### src/gprm_pkg.sv
// Constants for the pin routing matrix
// What this block does
// - One 32-bit select register per port
// - Each pin owns a 4-bit field
// - Pins routed to internal peripheral resources
// - 0 firmware; 1 firmware out, interconnect enable
// - 2 interconnect both; 3 interconnect out, firmware enable
// - 4 connects capacitive sense electrode
// - 5 connects capacitive shield electrode
// - 6 connects analog bus A
// - 7 connects analog bus B
// - 8..10 active functions; 11 reserved
// - 12 drives LCD common
// - 13 drives LCD segment
// - 14, 15 select deep-sleep functions
package gprm_pkg;
  localparam int REG_W = 32;
  localparam int SEL_W = 4;
  localparam int PINS_PER_PORT = REG_W / SEL_W;
  localparam int PORT_MAX = 8;
  localparam int ADR_W = 8;

  localparam logic [REG_W-1:0] SEL_RESET = 32'h0000_0000;
  localparam logic [REG_W-1:0] RD_ZERO = 32'h0000_0000;

  // Byte addresses on the register bus
  localparam logic [ADR_W-1:0] SEL_BASE = 8'h00;
  localparam logic [ADR_W-1:0] PIN_STATE_BASE = 8'h40;
  localparam logic [ADR_W-1:0] PORT_STRIDE = 8'h04;
  localparam logic [ADR_W-1:0] WORD_MASK = 8'h03;

  // Routing codes held in each pin field
  localparam logic [SEL_W-1:0] ROUTE_FW = 4'h0;
  localparam logic [SEL_W-1:0] ROUTE_FW_OUT_DSI_OE = 4'h1;
  localparam logic [SEL_W-1:0] ROUTE_DSI = 4'h2;
  localparam logic [SEL_W-1:0] ROUTE_DSI_OUT_FW_OE = 4'h3;
  localparam logic [SEL_W-1:0] ROUTE_SENSE = 4'h4;
  localparam logic [SEL_W-1:0] ROUTE_SHIELD = 4'h5;
  localparam logic [SEL_W-1:0] ROUTE_BUS_A = 4'h6;
  localparam logic [SEL_W-1:0] ROUTE_BUS_B = 4'h7;
  localparam logic [SEL_W-1:0] ROUTE_ACT0 = 4'h8;
  localparam logic [SEL_W-1:0] ROUTE_ACT1 = 4'h9;
  localparam logic [SEL_W-1:0] ROUTE_ACT2 = 4'ha;
  localparam logic [SEL_W-1:0] ROUTE_RSVD = 4'hb;
  localparam logic [SEL_W-1:0] ROUTE_LCD_COM = 4'hc;
  localparam logic [SEL_W-1:0] ROUTE_LCD_SEG = 4'hd;
  localparam logic [SEL_W-1:0] ROUTE_DS0 = 4'he;
  localparam logic [SEL_W-1:0] ROUTE_DS1 = 4'hf;
endpackage : gprm_pkg

### src/gprm_top.sv
// Pin routing matrix top with classic Wishbone register slave
//
// Added by the designer: the register offsets and the Wishbone slave port.
`timescale 1ns/100ps
module gprm_top #(
  parameter int NUM_PORTS = 4,
  localparam int NPIN = NUM_PORTS * gprm_pkg::PINS_PER_PORT
) (
  input wire logic clk,
  input wire logic reset_n,
  // Wishbone slave
  input wire logic wb_cyc_i,
  input wire logic wb_stb_i,
  input wire logic wb_we_i,
  input wire logic [gprm_pkg::ADR_W-1:0] wb_adr_i,
  input wire logic [3:0] wb_sel_i,
  input wire logic [gprm_pkg::REG_W-1:0] wb_dat_i,
  output logic [gprm_pkg::REG_W-1:0] wb_dat_o,
  output logic wb_ack_o,
  // Pad side
  input wire logic [NPIN-1:0] pinIn,
  output logic [NPIN-1:0] padOut,
  output logic [NPIN-1:0] padOe,
  // Firmware and interconnect sources
  input wire logic [NPIN-1:0] fwOut,
  input wire logic [NPIN-1:0] fwOe,
  input wire logic [NPIN-1:0] dsiOut,
  input wire logic [NPIN-1:0] dsiOe,
  // Peripheral sources
  input wire logic shieldDrive,
  input wire logic lcdComDrive,
  input wire logic lcdSegDrive,
  input wire logic [NPIN-1:0] act0Out,
  input wire logic [NPIN-1:0] act0Oe,
  input wire logic [NPIN-1:0] act1Out,
  input wire logic [NPIN-1:0] act1Oe,
  input wire logic [NPIN-1:0] act2Out,
  input wire logic [NPIN-1:0] act2Oe,
  input wire logic [NPIN-1:0] ds0Out,
  input wire logic [NPIN-1:0] ds0Oe,
  input wire logic [NPIN-1:0] ds1Out,
  input wire logic [NPIN-1:0] ds1Oe,
  // Analog switch enables
  output logic [NPIN-1:0] senseEn,
  output logic [NPIN-1:0] shieldEn,
  output logic [NPIN-1:0] busAEn,
  output logic [NPIN-1:0] busBEn,
  output logic [NPIN-1:0] lcdComEn,
  output logic [NPIN-1:0] lcdSegEn,
  // Pin input fanned to the selected consumer only
  output logic [NPIN-1:0] dsiIn,
  output logic [NPIN-1:0] act0In,
  output logic [NPIN-1:0] act1In,
  output logic [NPIN-1:0] act2In,
  output logic [NPIN-1:0] ds0In,
  output logic [NPIN-1:0] ds1In
);
  localparam int RW = gprm_pkg::REG_W;
  localparam int PP = gprm_pkg::PINS_PER_PORT;
  localparam int SW = gprm_pkg::SEL_W;

  if (NUM_PORTS < 1 || NUM_PORTS > gprm_pkg::PORT_MAX) begin : g_bad_ports
    $error("gprm_top: NUM_PORTS must lie between 1 and PORT_MAX");
  end

  // Select window must end before the pin-state window starts
  if (gprm_pkg::SEL_BASE + gprm_pkg::PORT_MAX * gprm_pkg::PORT_STRIDE
      > gprm_pkg::PIN_STATE_BASE) begin : g_bad_map
    $error("gprm_top: select and pin-state windows overlap");
  end

  // Bus decode
  logic req;
  logic [gprm_pkg::ADR_W-1:0] selTop;
  logic [gprm_pkg::ADR_W-1:0] stateTop;
  logic [gprm_pkg::ADR_W-1:0] portSpan;
  logic hitSel;
  logic hitState;
  logic [gprm_pkg::ADR_W-1:0] selOff;
  logic [gprm_pkg::ADR_W-1:0] stateOff;
  logic [NUM_PORTS-1:0] wrPort;
  logic [NUM_PORTS*RW-1:0] selFlat;

  assign req = wb_cyc_i && wb_stb_i && !wb_ack_o;
  assign portSpan = gprm_pkg::ADR_W'(NUM_PORTS * gprm_pkg::PORT_STRIDE);
  assign selOff = wb_adr_i - gprm_pkg::SEL_BASE;
  assign stateOff = wb_adr_i - gprm_pkg::PIN_STATE_BASE;
  assign selTop = gprm_pkg::SEL_BASE + portSpan;
  assign stateTop = gprm_pkg::PIN_STATE_BASE + portSpan;
  // Only aligned words inside each window answer with data
  assign hitSel = (wb_adr_i >= gprm_pkg::SEL_BASE) && (wb_adr_i < selTop)
    && ((wb_adr_i & gprm_pkg::WORD_MASK) == '0);
  assign hitState = (wb_adr_i >= gprm_pkg::PIN_STATE_BASE)
    && (wb_adr_i < stateTop)
    && ((wb_adr_i & gprm_pkg::WORD_MASK) == '0);

  for (genvar p = 0; p < NUM_PORTS; p++) begin : g_wr
    assign wrPort[p] = req && wb_we_i && hitSel
      && (selOff[gprm_pkg::ADR_W-1:2] == (gprm_pkg::ADR_W-2)'(p));
  end

  gprm_sel_regs #(
    .NUM_PORTS(NUM_PORTS)
  ) u_regs (
    .clk(clk),
    .reset_n(reset_n),
    .wrPort(wrPort),
    .wrSel(wb_sel_i),
    .wrData(wb_dat_i),
    .selFlat(selFlat)
  );

  // Bus answer state: one wait, ack high one cycle
  logic ack_r;
  logic ack_nxt;
  logic [RW-1:0] rdata_r;
  logic [RW-1:0] rdata_nxt;
  logic [NUM_PORTS*RW-1:0] stateFlat;

  for (genvar p = 0; p < NUM_PORTS; p++) begin : g_state
    assign stateFlat[p*RW +: RW] = {{(RW-PP){1'b0}}, pinIn[p*PP +: PP]};
  end

  always_comb begin
    ack_nxt = req;
    rdata_nxt = rdata_r;
    if (req && !wb_we_i) begin
      rdata_nxt = gprm_pkg::RD_ZERO;
      // Unmapped or misaligned reads still ack, with zero data
      for (int p = 0; p < NUM_PORTS; p++) begin
        if (hitSel && selOff[gprm_pkg::ADR_W-1:2]
            == (gprm_pkg::ADR_W-2)'(p)) begin
          rdata_nxt = selFlat[p*RW +: RW];
        end
        if (hitState && stateOff[gprm_pkg::ADR_W-1:2]
            == (gprm_pkg::ADR_W-2)'(p)) begin
          rdata_nxt = stateFlat[p*RW +: RW];
        end
      end
    end
  end

  always_ff @(posedge clk) begin
    if (!reset_n) begin
      ack_r <= 1'b0;
      rdata_r <= gprm_pkg::RD_ZERO;
    end else begin
      ack_r <= ack_nxt;
      rdata_r <= rdata_nxt;
    end
  end

  assign wb_ack_o = ack_r;
  assign wb_dat_o = rdata_r;

  // Routing: each pin decoded from its own nibble
  logic [NPIN-1:0] padOut_nxt;
  logic [NPIN-1:0] padOe_nxt;
  logic [NPIN-1:0] senseEn_nxt;
  logic [NPIN-1:0] shieldEn_nxt;
  logic [NPIN-1:0] busAEn_nxt;
  logic [NPIN-1:0] busBEn_nxt;
  logic [NPIN-1:0] lcdComEn_nxt;
  logic [NPIN-1:0] lcdSegEn_nxt;
  logic [NPIN-1:0] toDsi;
  logic [NPIN-1:0] toAct0;
  logic [NPIN-1:0] toAct1;
  logic [NPIN-1:0] toAct2;
  logic [NPIN-1:0] toDs0;
  logic [NPIN-1:0] toDs1;

  for (genvar i = 0; i < NPIN; i++) begin : g_pin
    logic [2:0] toAct;
    logic [1:0] toDs;

    gprm_pin_mux u_mux (
      .route(selFlat[i*SW +: SW]),
      .fwOut(fwOut[i]),
      .fwOe(fwOe[i]),
      .dsiOut(dsiOut[i]),
      .dsiOe(dsiOe[i]),
      .shieldDrive(shieldDrive),
      .actOut({act2Out[i], act1Out[i], act0Out[i]}),
      .actOe({act2Oe[i], act1Oe[i], act0Oe[i]}),
      .lcdComDrive(lcdComDrive),
      .lcdSegDrive(lcdSegDrive),
      .dsOut({ds1Out[i], ds0Out[i]}),
      .dsOe({ds1Oe[i], ds0Oe[i]}),
      .padOut(padOut_nxt[i]),
      .padOe(padOe_nxt[i]),
      .senseEn(senseEn_nxt[i]),
      .shieldEn(shieldEn_nxt[i]),
      .busAEn(busAEn_nxt[i]),
      .busBEn(busBEn_nxt[i]),
      .lcdComEn(lcdComEn_nxt[i]),
      .lcdSegEn(lcdSegEn_nxt[i]),
      .toDsi(toDsi[i]),
      .toAct(toAct),
      .toDs(toDs)
    );

    assign toAct0[i] = toAct[0];
    assign toAct1[i] = toAct[1];
    assign toAct2[i] = toAct[2];
    assign toDs0[i] = toDs[0];
    assign toDs1[i] = toDs[1];
  end

  // Input fan-out: a consumer sees the pin only while it owns it
  logic [NPIN-1:0] dsiIn_nxt;
  logic [NPIN-1:0] act0In_nxt;
  logic [NPIN-1:0] act1In_nxt;
  logic [NPIN-1:0] act2In_nxt;
  logic [NPIN-1:0] ds0In_nxt;
  logic [NPIN-1:0] ds1In_nxt;

  always_comb begin
    dsiIn_nxt = pinIn & toDsi;
    act0In_nxt = pinIn & toAct0;
    act1In_nxt = pinIn & toAct1;
    act2In_nxt = pinIn & toAct2;
    ds0In_nxt = pinIn & toDs0;
    ds1In_nxt = pinIn & toDs1;
  end

  // Registered outputs cost one cycle of latency on every route
  always_ff @(posedge clk) begin
    if (!reset_n) begin
      padOut <= '0;
      padOe <= '0;
      senseEn <= '0;
      shieldEn <= '0;
      busAEn <= '0;
      busBEn <= '0;
      lcdComEn <= '0;
      lcdSegEn <= '0;
      dsiIn <= '0;
      act0In <= '0;
      act1In <= '0;
      act2In <= '0;
      ds0In <= '0;
      ds1In <= '0;
    end else begin
      padOut <= padOut_nxt;
      padOe <= padOe_nxt;
      senseEn <= senseEn_nxt;
      shieldEn <= shieldEn_nxt;
      busAEn <= busAEn_nxt;
      busBEn <= busBEn_nxt;
      lcdComEn <= lcdComEn_nxt;
      lcdSegEn <= lcdSegEn_nxt;
      dsiIn <= dsiIn_nxt;
      act0In <= act0In_nxt;
      act1In <= act1In_nxt;
      act2In <= act2In_nxt;
      ds0In <= ds0In_nxt;
      ds1In <= ds1In_nxt;
    end
  end
endmodule : gprm_top

### src/gprm_pin_mux.sv
// Per-pin routing switch, purely combinational
`timescale 1ns/100ps
module gprm_pin_mux (
  input wire logic [gprm_pkg::SEL_W-1:0] route,
  input wire logic fwOut,
  input wire logic fwOe,
  input wire logic dsiOut,
  input wire logic dsiOe,
  input wire logic shieldDrive,
  input wire logic [2:0] actOut,
  input wire logic [2:0] actOe,
  input wire logic lcdComDrive,
  input wire logic lcdSegDrive,
  input wire logic [1:0] dsOut,
  input wire logic [1:0] dsOe,
  output logic padOut,
  output logic padOe,
  output logic senseEn,
  output logic shieldEn,
  output logic busAEn,
  output logic busBEn,
  output logic lcdComEn,
  output logic lcdSegEn,
  output logic toDsi,
  output logic [2:0] toAct,
  output logic [1:0] toDs
);
  always_comb begin
    padOut = 1'b0;
    padOe = 1'b0;
    senseEn = 1'b0;
    shieldEn = 1'b0;
    busAEn = 1'b0;
    busBEn = 1'b0;
    lcdComEn = 1'b0;
    lcdSegEn = 1'b0;
    toDsi = 1'b0;
    toAct = 3'h0;
    toDs = 2'h0;
    unique case (route)
      gprm_pkg::ROUTE_FW: begin
        padOut = fwOut;
        padOe = fwOe;
      end
      gprm_pkg::ROUTE_FW_OUT_DSI_OE: begin
        padOut = fwOut;
        padOe = dsiOe;
        toDsi = 1'b1;
      end
      gprm_pkg::ROUTE_DSI: begin
        padOut = dsiOut;
        padOe = dsiOe;
        toDsi = 1'b1;
      end
      gprm_pkg::ROUTE_DSI_OUT_FW_OE: begin
        padOut = dsiOut;
        padOe = fwOe;
        toDsi = 1'b1;
      end
      gprm_pkg::ROUTE_SENSE: senseEn = 1'b1;
      gprm_pkg::ROUTE_SHIELD: begin
        shieldEn = 1'b1;
        padOut = shieldDrive;
        padOe = 1'b1;
      end
      gprm_pkg::ROUTE_BUS_A: busAEn = 1'b1;
      gprm_pkg::ROUTE_BUS_B: busBEn = 1'b1;
      gprm_pkg::ROUTE_ACT0: begin
        padOut = actOut[0];
        padOe = actOe[0];
        toAct = 3'h1;
      end
      gprm_pkg::ROUTE_ACT1: begin
        padOut = actOut[1];
        padOe = actOe[1];
        toAct = 3'h2;
      end
      gprm_pkg::ROUTE_ACT2: begin
        padOut = actOut[2];
        padOe = actOe[2];
        toAct = 3'h4;
      end
      // Reserved code leaves the pin floating and unconnected
      gprm_pkg::ROUTE_RSVD: padOe = 1'b0;
      gprm_pkg::ROUTE_LCD_COM: begin
        lcdComEn = 1'b1;
        padOut = lcdComDrive;
        padOe = 1'b1;
      end
      gprm_pkg::ROUTE_LCD_SEG: begin
        lcdSegEn = 1'b1;
        padOut = lcdSegDrive;
        padOe = 1'b1;
      end
      gprm_pkg::ROUTE_DS0: begin
        padOut = dsOut[0];
        padOe = dsOe[0];
        toDs = 2'h1;
      end
      gprm_pkg::ROUTE_DS1: begin
        padOut = dsOut[1];
        padOe = dsOe[1];
        toDs = 2'h2;
      end
    endcase
  end
endmodule : gprm_pin_mux

### src/gprm_sel_regs.sv
// Bank of per-port routing select registers
`timescale 1ns/100ps
module gprm_sel_regs #(
  parameter int NUM_PORTS = 4
) (
  input wire logic clk,
  input wire logic reset_n,
  input wire logic [NUM_PORTS-1:0] wrPort,
  input wire logic [3:0] wrSel,
  input wire logic [gprm_pkg::REG_W-1:0] wrData,
  output logic [NUM_PORTS*gprm_pkg::REG_W-1:0] selFlat
);
  if (NUM_PORTS < 1) begin : g_bad_ports
    $error("gprm_sel_regs: NUM_PORTS must be at least 1");
  end

  for (genvar p = 0; p < NUM_PORTS; p++) begin : g_port
    logic [gprm_pkg::REG_W-1:0] sel_r;
    logic [gprm_pkg::REG_W-1:0] sel_nxt;

    always_comb begin
      sel_nxt = sel_r;
      for (int b = 0; b < 4; b++) begin
        if (wrPort[p] && wrSel[b]) begin
          sel_nxt[b*8 +: 8] = wrData[b*8 +: 8];
        end
      end
    end

    always_ff @(posedge clk) begin
      if (!reset_n) begin
        sel_r <= gprm_pkg::SEL_RESET;
      end else begin
        sel_r <= sel_nxt;
      end
    end

    assign selFlat[p*gprm_pkg::REG_W +: gprm_pkg::REG_W] = sel_r;
  end
endmodule : gprm_sel_regs

### config.mk
export PLATFORM = sky130hd
export DESIGN_NAME = gprm_top
export DESIGN_NICKNAME = d
export VERILOG_FILES = /design/src/gprm_pkg.sv /design/src/gprm_top.sv /design/src/gprm_pin_mux.sv /design/src/gprm_sel_regs.sv
export SDC_FILE = /design/constraint.sdc
export NUM_CORES = 1
export LEC_CHECK = 0
export BUFFER_PORTS_ARGS = -buffer_cell sky130_fd_sc_hd__buf_2
export CORE_AREA = 2 2 397 399
export DETAILED_ROUTE_END_ITERATION = 8
export DIE_AREA = 0 0 399 401
export PLACE_DENSITY = 0.39
export SKIP_LAST_GASP = 1
export SLEW_MARGIN = 20
export SYNTH_ARGS = -nofsm -noshare
export SYNTH_HDL_FRONTEND = slang
export SYNTH_SLANG_ARGS = --single-unit
### constraint.sdc
create_clock -name clk -period 4.1 [get_ports clk]
set_input_delay 0.82 -clock clk [delete_from_list [all_inputs] [get_ports clk]]
set_output_delay 0.82 -clock clk [all_outputs]
set_load 0.005 [all_outputs]
# == Yosys cells after proc, flatten, opt, wreduce, memory -nomap -nowiden ==
# Cells that the tools add are included.
# word_totals
input_bits,532
ff_bits,609
elab_cells,1123
output_inout_bits,481
# classes
n_reduce_logical,266
n_mux,360
addsub,1
n_eq_ne,454
bitwise_logic,6
order_cmp,4
# ops
operator,count
"4-bit == test, second input constant",224
"4-bit by 3-bit == test with 1-bit output, second input constant",128
1-bit one-hot mux with 10 select lines,32
3-bit one-hot mux with 3 select lines,32
"4-bit by 2-bit == test with 1-bit output, second input constant",64
32-bit 2-to-1 mux,8
1-bit one-hot mux with 8 select lines,32
2-bit OR reduction,128
1-bit 2-to-1 mux,224
32-bit AND,6
3-bit OR reduction,64
"4-bit by 1-bit == test with 1-bit output, second input constant",32
4-bit logical NOT,32
2-bit one-hot mux with 2 select lines,32
1-bit logical AND,37
"6-bit by 2-bit == test with 1-bit output, second input constant",4
"6-bit by 1-bit == test with 1-bit output, second input constant",2
6-bit logical NOT,2
"8-bit by 1-bit greater-or-equal comparator with 1-bit output, second input constant",1
"8-bit by 7-bit greater-or-equal comparator with 1-bit output, second input constant",1
8-bit logical NOT,1
"8-bit by 5-bit < comparator with 1-bit output, second input constant",1
"8-bit by 7-bit < comparator with 1-bit output, second input constant",1
"8-bit by 7-bit subtractor with 8-bit output, second input constant",1
1-bit logical NOT,2

# == Logic depth before layout (Yosys ltp) ==
# depth
depth_word,12
depth_mapped,8
depth_no_buf,5

# == Modules after synthesis ==
# From an unflattened synthesis, not the netlist that was laid out.
# hier_totals
hier_cells,3521
area_unflattened_um2,30113.9
# modules_own_cells
module,n_inst,seq_area_each_um2,area_per_inst_um2,cells_each
gprm_top,1,9629.2,14756.7,1279
gprm_pin_mux,32,0.0,321.6,56
gprm_sel_regs,1,2562.5,5067.4,450

# == Least setup slack after synthesis ==
# No wires, ideal clock.
# synth_path
kind,input-to-reg
from,in wb_adr_i[7] (netlist bit)
to,reg u_regs.g_port[0].sel_r[0] (netlist bit)
arrival_time_ns,2.381
path_buffers,2
required_ns,3.978
path_stages,7
setup_time_ns,0.122
slack_ns,1.597
path_cell_list,or3_1 -> buf_6 -> buf_6 -> nor4_4 -> nand2_1 -> nand2_1 -> a21boi_0
# synth_between
elab_chain_len,6
elab_cells_between_ends,8
cone_classes,order compare (2); reduce/logical (6)
# synth_rtl
item,line_no,rtl
from (decl),gprm_top.sv:15,"input wire logic [gprm_pkg::ADR_W-1:0] wb_adr_i,"
8-bit by 1-bit greater-or-equal comparator with 1-bit output / 8-bit by 5-bit < comparator with 1-bit output (equally long branches),gprm_top.sv:91,assign hitSel = (wb_adr_i >= gprm_pkg::SEL_BASE) && (wb_adr_i < selTop)
1-bit logical AND,gprm_top.sv:91,
1-bit logical AND,gprm_top.sv:92,&& ((wb_adr_i & gprm_pkg::WORD_MASK) == '0);
1-bit logical AND,gprm_top.sv:98,assign wrPort[p] = req && wb_we_i && hitSel
1-bit logical AND (*),gprm_top.sv:99,&& (selOff[gprm_pkg::ADR_W-1:2] == (gprm_pkg::ADR_W-2)'(p));
1-bit logical AND (*),gprm_sel_regs.sv:24,if (wrPort[p] && wrSel[b]) begin
to (signal assigned),gprm_sel_regs.sv:32,sel_r <= gprm_pkg::SEL_RESET;
to (signal assigned),gprm_sel_regs.sv:34,sel_r <= sel_nxt;
to (decl),gprm_sel_regs.sv:18,logic [gprm_pkg::REG_W-1:0] sel_r;
# Mark *: on every way between the ends. The rest lies on a longest branch, timed or not.
# A chain may end at the register's enable or synchronous reset.

# == Final worst setup path ==
# layout_path
from,in wb_adr_i[7] (netlist bit)
to,reg u_regs.g_port[2].sel_r[19] (netlist bit)
# layout_between
elab_chain_len,6
elab_cells_between_ends,8
cone_classes,order compare (2); eq/ne (1); reduce/logical (5)
# layout_rtl
item,line_no
8-bit by 1-bit greater-or-equal comparator with 1-bit output / 8-bit by 5-bit < comparator with 1-bit output (equally long branches),gprm_top.sv:91
1-bit logical AND,gprm_top.sv:91
1-bit logical AND,gprm_top.sv:92
1-bit logical AND,gprm_top.sv:98
1-bit logical AND (*),gprm_top.sv:99
1-bit logical AND (*),gprm_sel_regs.sv:24
to (signal assigned),gprm_sel_regs.sv:32
to (signal assigned),gprm_sel_regs.sv:34
to (decl),gprm_sel_regs.sv:18
# Marked as above.

==> impl_metrics.xml <==
<?xml version="1.0" encoding="UTF-8"?>
<metrics>
  <group name="worst_setup_path">
    <metric name="r2r_setup_slack" unit="ns">1.71</metric>
    <metric name="r2r-end" unit="">u_regs.g_port[2].sel_r[19]</metric>
    <metric name="worst_ep_arrival_time" unit="ns">3.22</metric>
    <metric name="worst_setup_path_end_kind" unit="">flip-flop</metric>
    <metric name="worst_r2r_startpoint" unit="">wb_ack_o</metric>
    <metric name="crit_path_required_time" unit="ns">4.66</metric>
    <metric name="startpoint_kind_of_the_worst_setup_timing_path" unit="">input port</metric>
    <metric name="critical_path_peak_fanout" unit="">27</metric>
    <metric name="crit_path_from" unit="">wb_adr_i[7]</metric>
    <metric name="endpoint" unit="">u_regs.g_port[2].sel_r[19]</metric>
    <metric name="timing.setup.critical_path_class" unit="">in2reg</metric>
    <metric name="r2r_cells" unit="">6</metric>
  </group>
  <group name="clock_network">
    <metric name="clock_insertion_delay_worst_skew" unit="ns">0.69</metric>
    <metric name="hold_buffers" unit="">0</metric>
    <metric name="tritoncts" unit="">built</metric>
    <metric name="cts_max_level" unit="">3</metric>
    <metric name="cts.sink_count" unit="">609</metric>
    <metric name="ctsRootBufferMaster" unit="">sky130_fd_sc_hd__clkbuf_16</metric>
    <metric name="cts.reportedPaths.clkPinSlew" unit="ns">0.06</metric>
    <metric name="post-cts-setup-buffer-count" unit="">0</metric>
    <metric name="clk_path_buf_depth" unit="">3</metric>
    <metric name="cts_resized" unit="">0</metric>
    <metric name="cts_made_buffers" unit="">80</metric>
  </group>
  <group name="layout">
    <metric name="largest_register" unit="">u_regs.g_port.sel_r</metric>
    <metric name="fillCellCount" unit="">17340</metric>
    <metric name="largest_register_ffs" unit="">128</metric>
    <metric name="final_layout_size_suffix_gt1_share" unit="%">30.87</metric>
    <metric name="syn2layout_area_growth" unit="%">36.29</metric>
    <metric name="finalNetCount" unit="">4595</metric>
    <metric name="design_area" unit="sq mm">0.03645</metric>
  </group>
  <group name="detailed_routing">
    <metric name="finalWirelength" unit="um">151800</metric>
    <metric name="routedWlPerCell" unit="um">24.51</metric>
    <metric name="wl_met2" unit="um">73560</metric>
    <metric name="vias_cell" unit="">4.494</metric>
    <metric name="drtAntennaViolNets" unit="">0</metric>
    <metric name="route.top_layer_used" unit="">met5</metric>
    <metric name="detailroute.via_count" unit="">27830</metric>
    <metric name="drt_first_pass_iters" unit="">6</metric>
    <metric name="detailroute.wirelength.met3" unit="um">10060</metric>
    <metric name="route.layer.met1.wl" unit="um">64110</metric>
    <metric name="drt_first_iter_violations" unit="">1811</metric>
    <metric name="post-route-drc-count" unit="">0</metric>
  </group>
  <group name="die">
    <metric name="rows" unit="">145</metric>
    <metric name="fp.coreArea" unit="sq mm">0.1557</metric>
    <metric name="number_of_placed_i_o_pins" unit="">1013</metric>
    <metric name="dieHeight" unit="um">401</metric>
    <metric name="die_w" unit="um">399</metric>
    <metric name="initial_core_util" unit="%">17.18</metric>
    <metric name="full_die_area" unit="sq mm">0.1600</metric>
  </group>
  <group name="synthesis">
    <metric name="synth.ff_latch_count" unit="">609</metric>
    <metric name="synth.avg_cell_area" unit="sq um">8.363</metric>
    <metric name="most_area_hungry_cell_type_in_the_yosys_netlist" unit="">sky130_fd_sc_hd__dfxtp_1</metric>
    <metric name="yosys_warnings" unit="">0</metric>
    <metric name="synth.top_cells.by_count" unit="">609 x sky130_fd_sc_hd__dfxtp_1, 398 x sky130_fd_sc_hd__nand2_1, 329 x sky130_fd_sc_hd__nor2_1</metric>
    <metric name="synth_top_area_share" unit="%">45.58</metric>
    <metric name="synthCells" unit="">3198</metric>
    <metric name="synth_top_flop_cell" unit="">sky130_fd_sc_hd__dfxtp_1</metric>
    <metric name="proportion_of_synthesized_chip_area_in_sequential_cells" unit="%">45.58</metric>
    <metric name="synth.cell_area" unit="sq mm">0.02675</metric>
    <metric name="synthMostInstantiatedCell" unit="">sky130_fd_sc_hd__dfxtp_1</metric>
    <metric name="yosys.cell_types.count" unit="">75</metric>
    <metric name="dominant_cells_by_area_after_synthesis" unit="">sky130_fd_sc_hd__dfxtp_1 46%, sky130_fd_sc_hd__nand2_1 5.6%, sky130_fd_sc_hd__nor2_1 4.6%</metric>
    <metric name="ys_async_sr_fraction" unit="%">0</metric>
    <metric name="edff_count_synth" unit="">0</metric>
    <metric name="synth_nets" unit="">3730</metric>
  </group>
  <group name="timing">
    <metric name="grt_setup_unrepaired" unit="">no</metric>
    <metric name="clock_skew" unit="ns">0.03344</metric>
    <metric name="worst-slew-pin-transition" unit="ns">1.086</metric>
    <metric name="timing.final.setup_violations" unit="">0</metric>
    <metric name="worst_hold_slack" unit="ns">0.4081</metric>
    <metric name="finalSetupTns" unit="ns">0</metric>
    <metric name="slew_violations" unit="">0</metric>
    <metric name="finalCritPeriodShare" unit="%">64.65</metric>
    <metric name="period_minus_slack" unit="ns">2.651</metric>
    <metric name="fmax" unit="MHz">377.3</metric>
    <metric name="hold_viol" unit="">0</metric>
    <metric name="slew_headroom" unit="%">27.63</metric>
    <metric name="timing.final.ws_setup" unit="ns">1.449</metric>
  </group>
  <group name="power_and_ir_drop">
    <metric name="max-vdd-ir-drop" unit="mV">0.2760</metric>
    <metric name="p_per_area" unit="mW/mm^2">385.2</metric>
    <metric name="power_leakage" unit="nW">14.79</metric>
  </group>
  <group name="status">
    <metric name="result_of_the_run" unit="">finished clean</metric>
  </group>
  <group name="place">
    <metric name="pre_cts_slack" unit="ns">0.6958</metric>
    <metric name="dp.final_hpwl" unit="um">117800</metric>
    <metric name="place.port_buffers" unit="">1012</metric>
    <metric name="finalWeightedCongestion" unit="">0.8506</metric>
    <metric name="postPlaceCellArea" unit="sq mm">0.03376</metric>
  </group>
  <group name="flow_run">
    <metric name="timing.max_cap.violations" unit="">0</metric>
  </group>
  <group name="grt">
    <metric name="grt_pass1_wl" unit="um">208800</metric>
    <metric name="initial_antenna_violation_count" unit="">35</metric>
    <metric name="overflow" unit="">0</metric>
    <metric name="grt_pass1_vias" unit="">27440</metric>
    <metric name="global_route.usage.total" unit="%">18.11</metric>
    <metric name="grt_max_degree" unit="">86</metric>
  </group>
  <group name="min_path">
    <metric name="worst_hold_startpoint" unit="">wb_stb_i</metric>
    <metric name="hold_path.class" unit="">in2reg</metric>
  </group>
</metrics>
metal layers:
metal | vias to the layer above | track usage (%)
met5 | - | 0
li1 | 13100 | -
met4 | 14 | 5.738
met3 | 202 | 4.071
met2 | 997 | 30.88
met1 | 13520 | 22.41
area by class of cell:
class / instances / area (sq um) / area share (%)
timing repair buffer: 1080 / 5640 / 15.47
sequential: 609 / 12190 / 33.45
tap: 2058 / 2575 / 7.064
multi-input combinational: 2243 / 13170 / 36.12
antenna: 14 / 35.03 / 0.09611
clock buffer: 104 / 2232 / 6.123
inverter: 49 / 183.9 / 0.5046
clock inverter: 36 / 426.7 / 1.170
placed cells by master (no fill, tap or decap), drive strengths merged, types with 41 or more instances in the layout:
cell type,instances
buf,1080
dfxtp,609
nand2,398
nor2,329
nand3,227
nor3,176
a21boi,136
a21oi,124
mux2i,108
clkbuf,104
o21ai,90
nand2b,65
nor2b,58
inv,58
a31oi,43
a22o,41
report_power, final:
group | leakage [nW] | switching [mW] | internal, mW
sequential | 4.92 | 0.0132 | 5.95
combinational | 8.56 | 0.490 | 0.350
clock | 1.31 | 3.04 | 4.20
how the worst min path moves through the flow:
stage	cells after the start	to	slack, ns
finish	3	wb_ack_o	0.41
global route	3	dsiIn[8]	0.39
CTS	3	wb_ack_o	0.32
detailed placement	1	wb_dat_o[21]	0.46
global placement	1	wb_dat_o[18]	0.46
floorplan	1	wb_ack_o	0.47
metrics by stage:
step           power (mW)  cells  utilization (%)
2_1_floorplan       6.389   3198                -
6_report            14.04   6193            23.42
3_3_place_gp        6.951   6039            21.69
4_1_cts             14.30   6179            23.40
5_1_grt             14.57   6186            23.41
3_5_place_dp        6.948   6039            21.69
cells by family (layout without fill, tap and decap cells):
logic type	after synthesis	in the layout	share of synthesized area [%]
xor+xnor	16	16	0.5240
simple gates	1404	1404	24.96
compound gates	682	682	17.86
buf+inv	346	1269	5.300
mux	141	141	5.768
flops	609	609	45.58
other cells	0	14	0
worst max-delay path: stages:
cell	delay, ns
sky130_fd_sc_hd__buf_2	0.11
sky130_fd_sc_hd__or3_1	0.79
sky130_fd_sc_hd__nor4_4	0.45
sky130_fd_sc_hd__buf_4	0.46
sky130_fd_sc_hd__nand2_1	0.30
sky130_fd_sc_hd__nand2_1	0.15
sky130_fd_sc_hd__a21boi_0	0.09
Note: power is estimated with default switching activity, not from simulation.
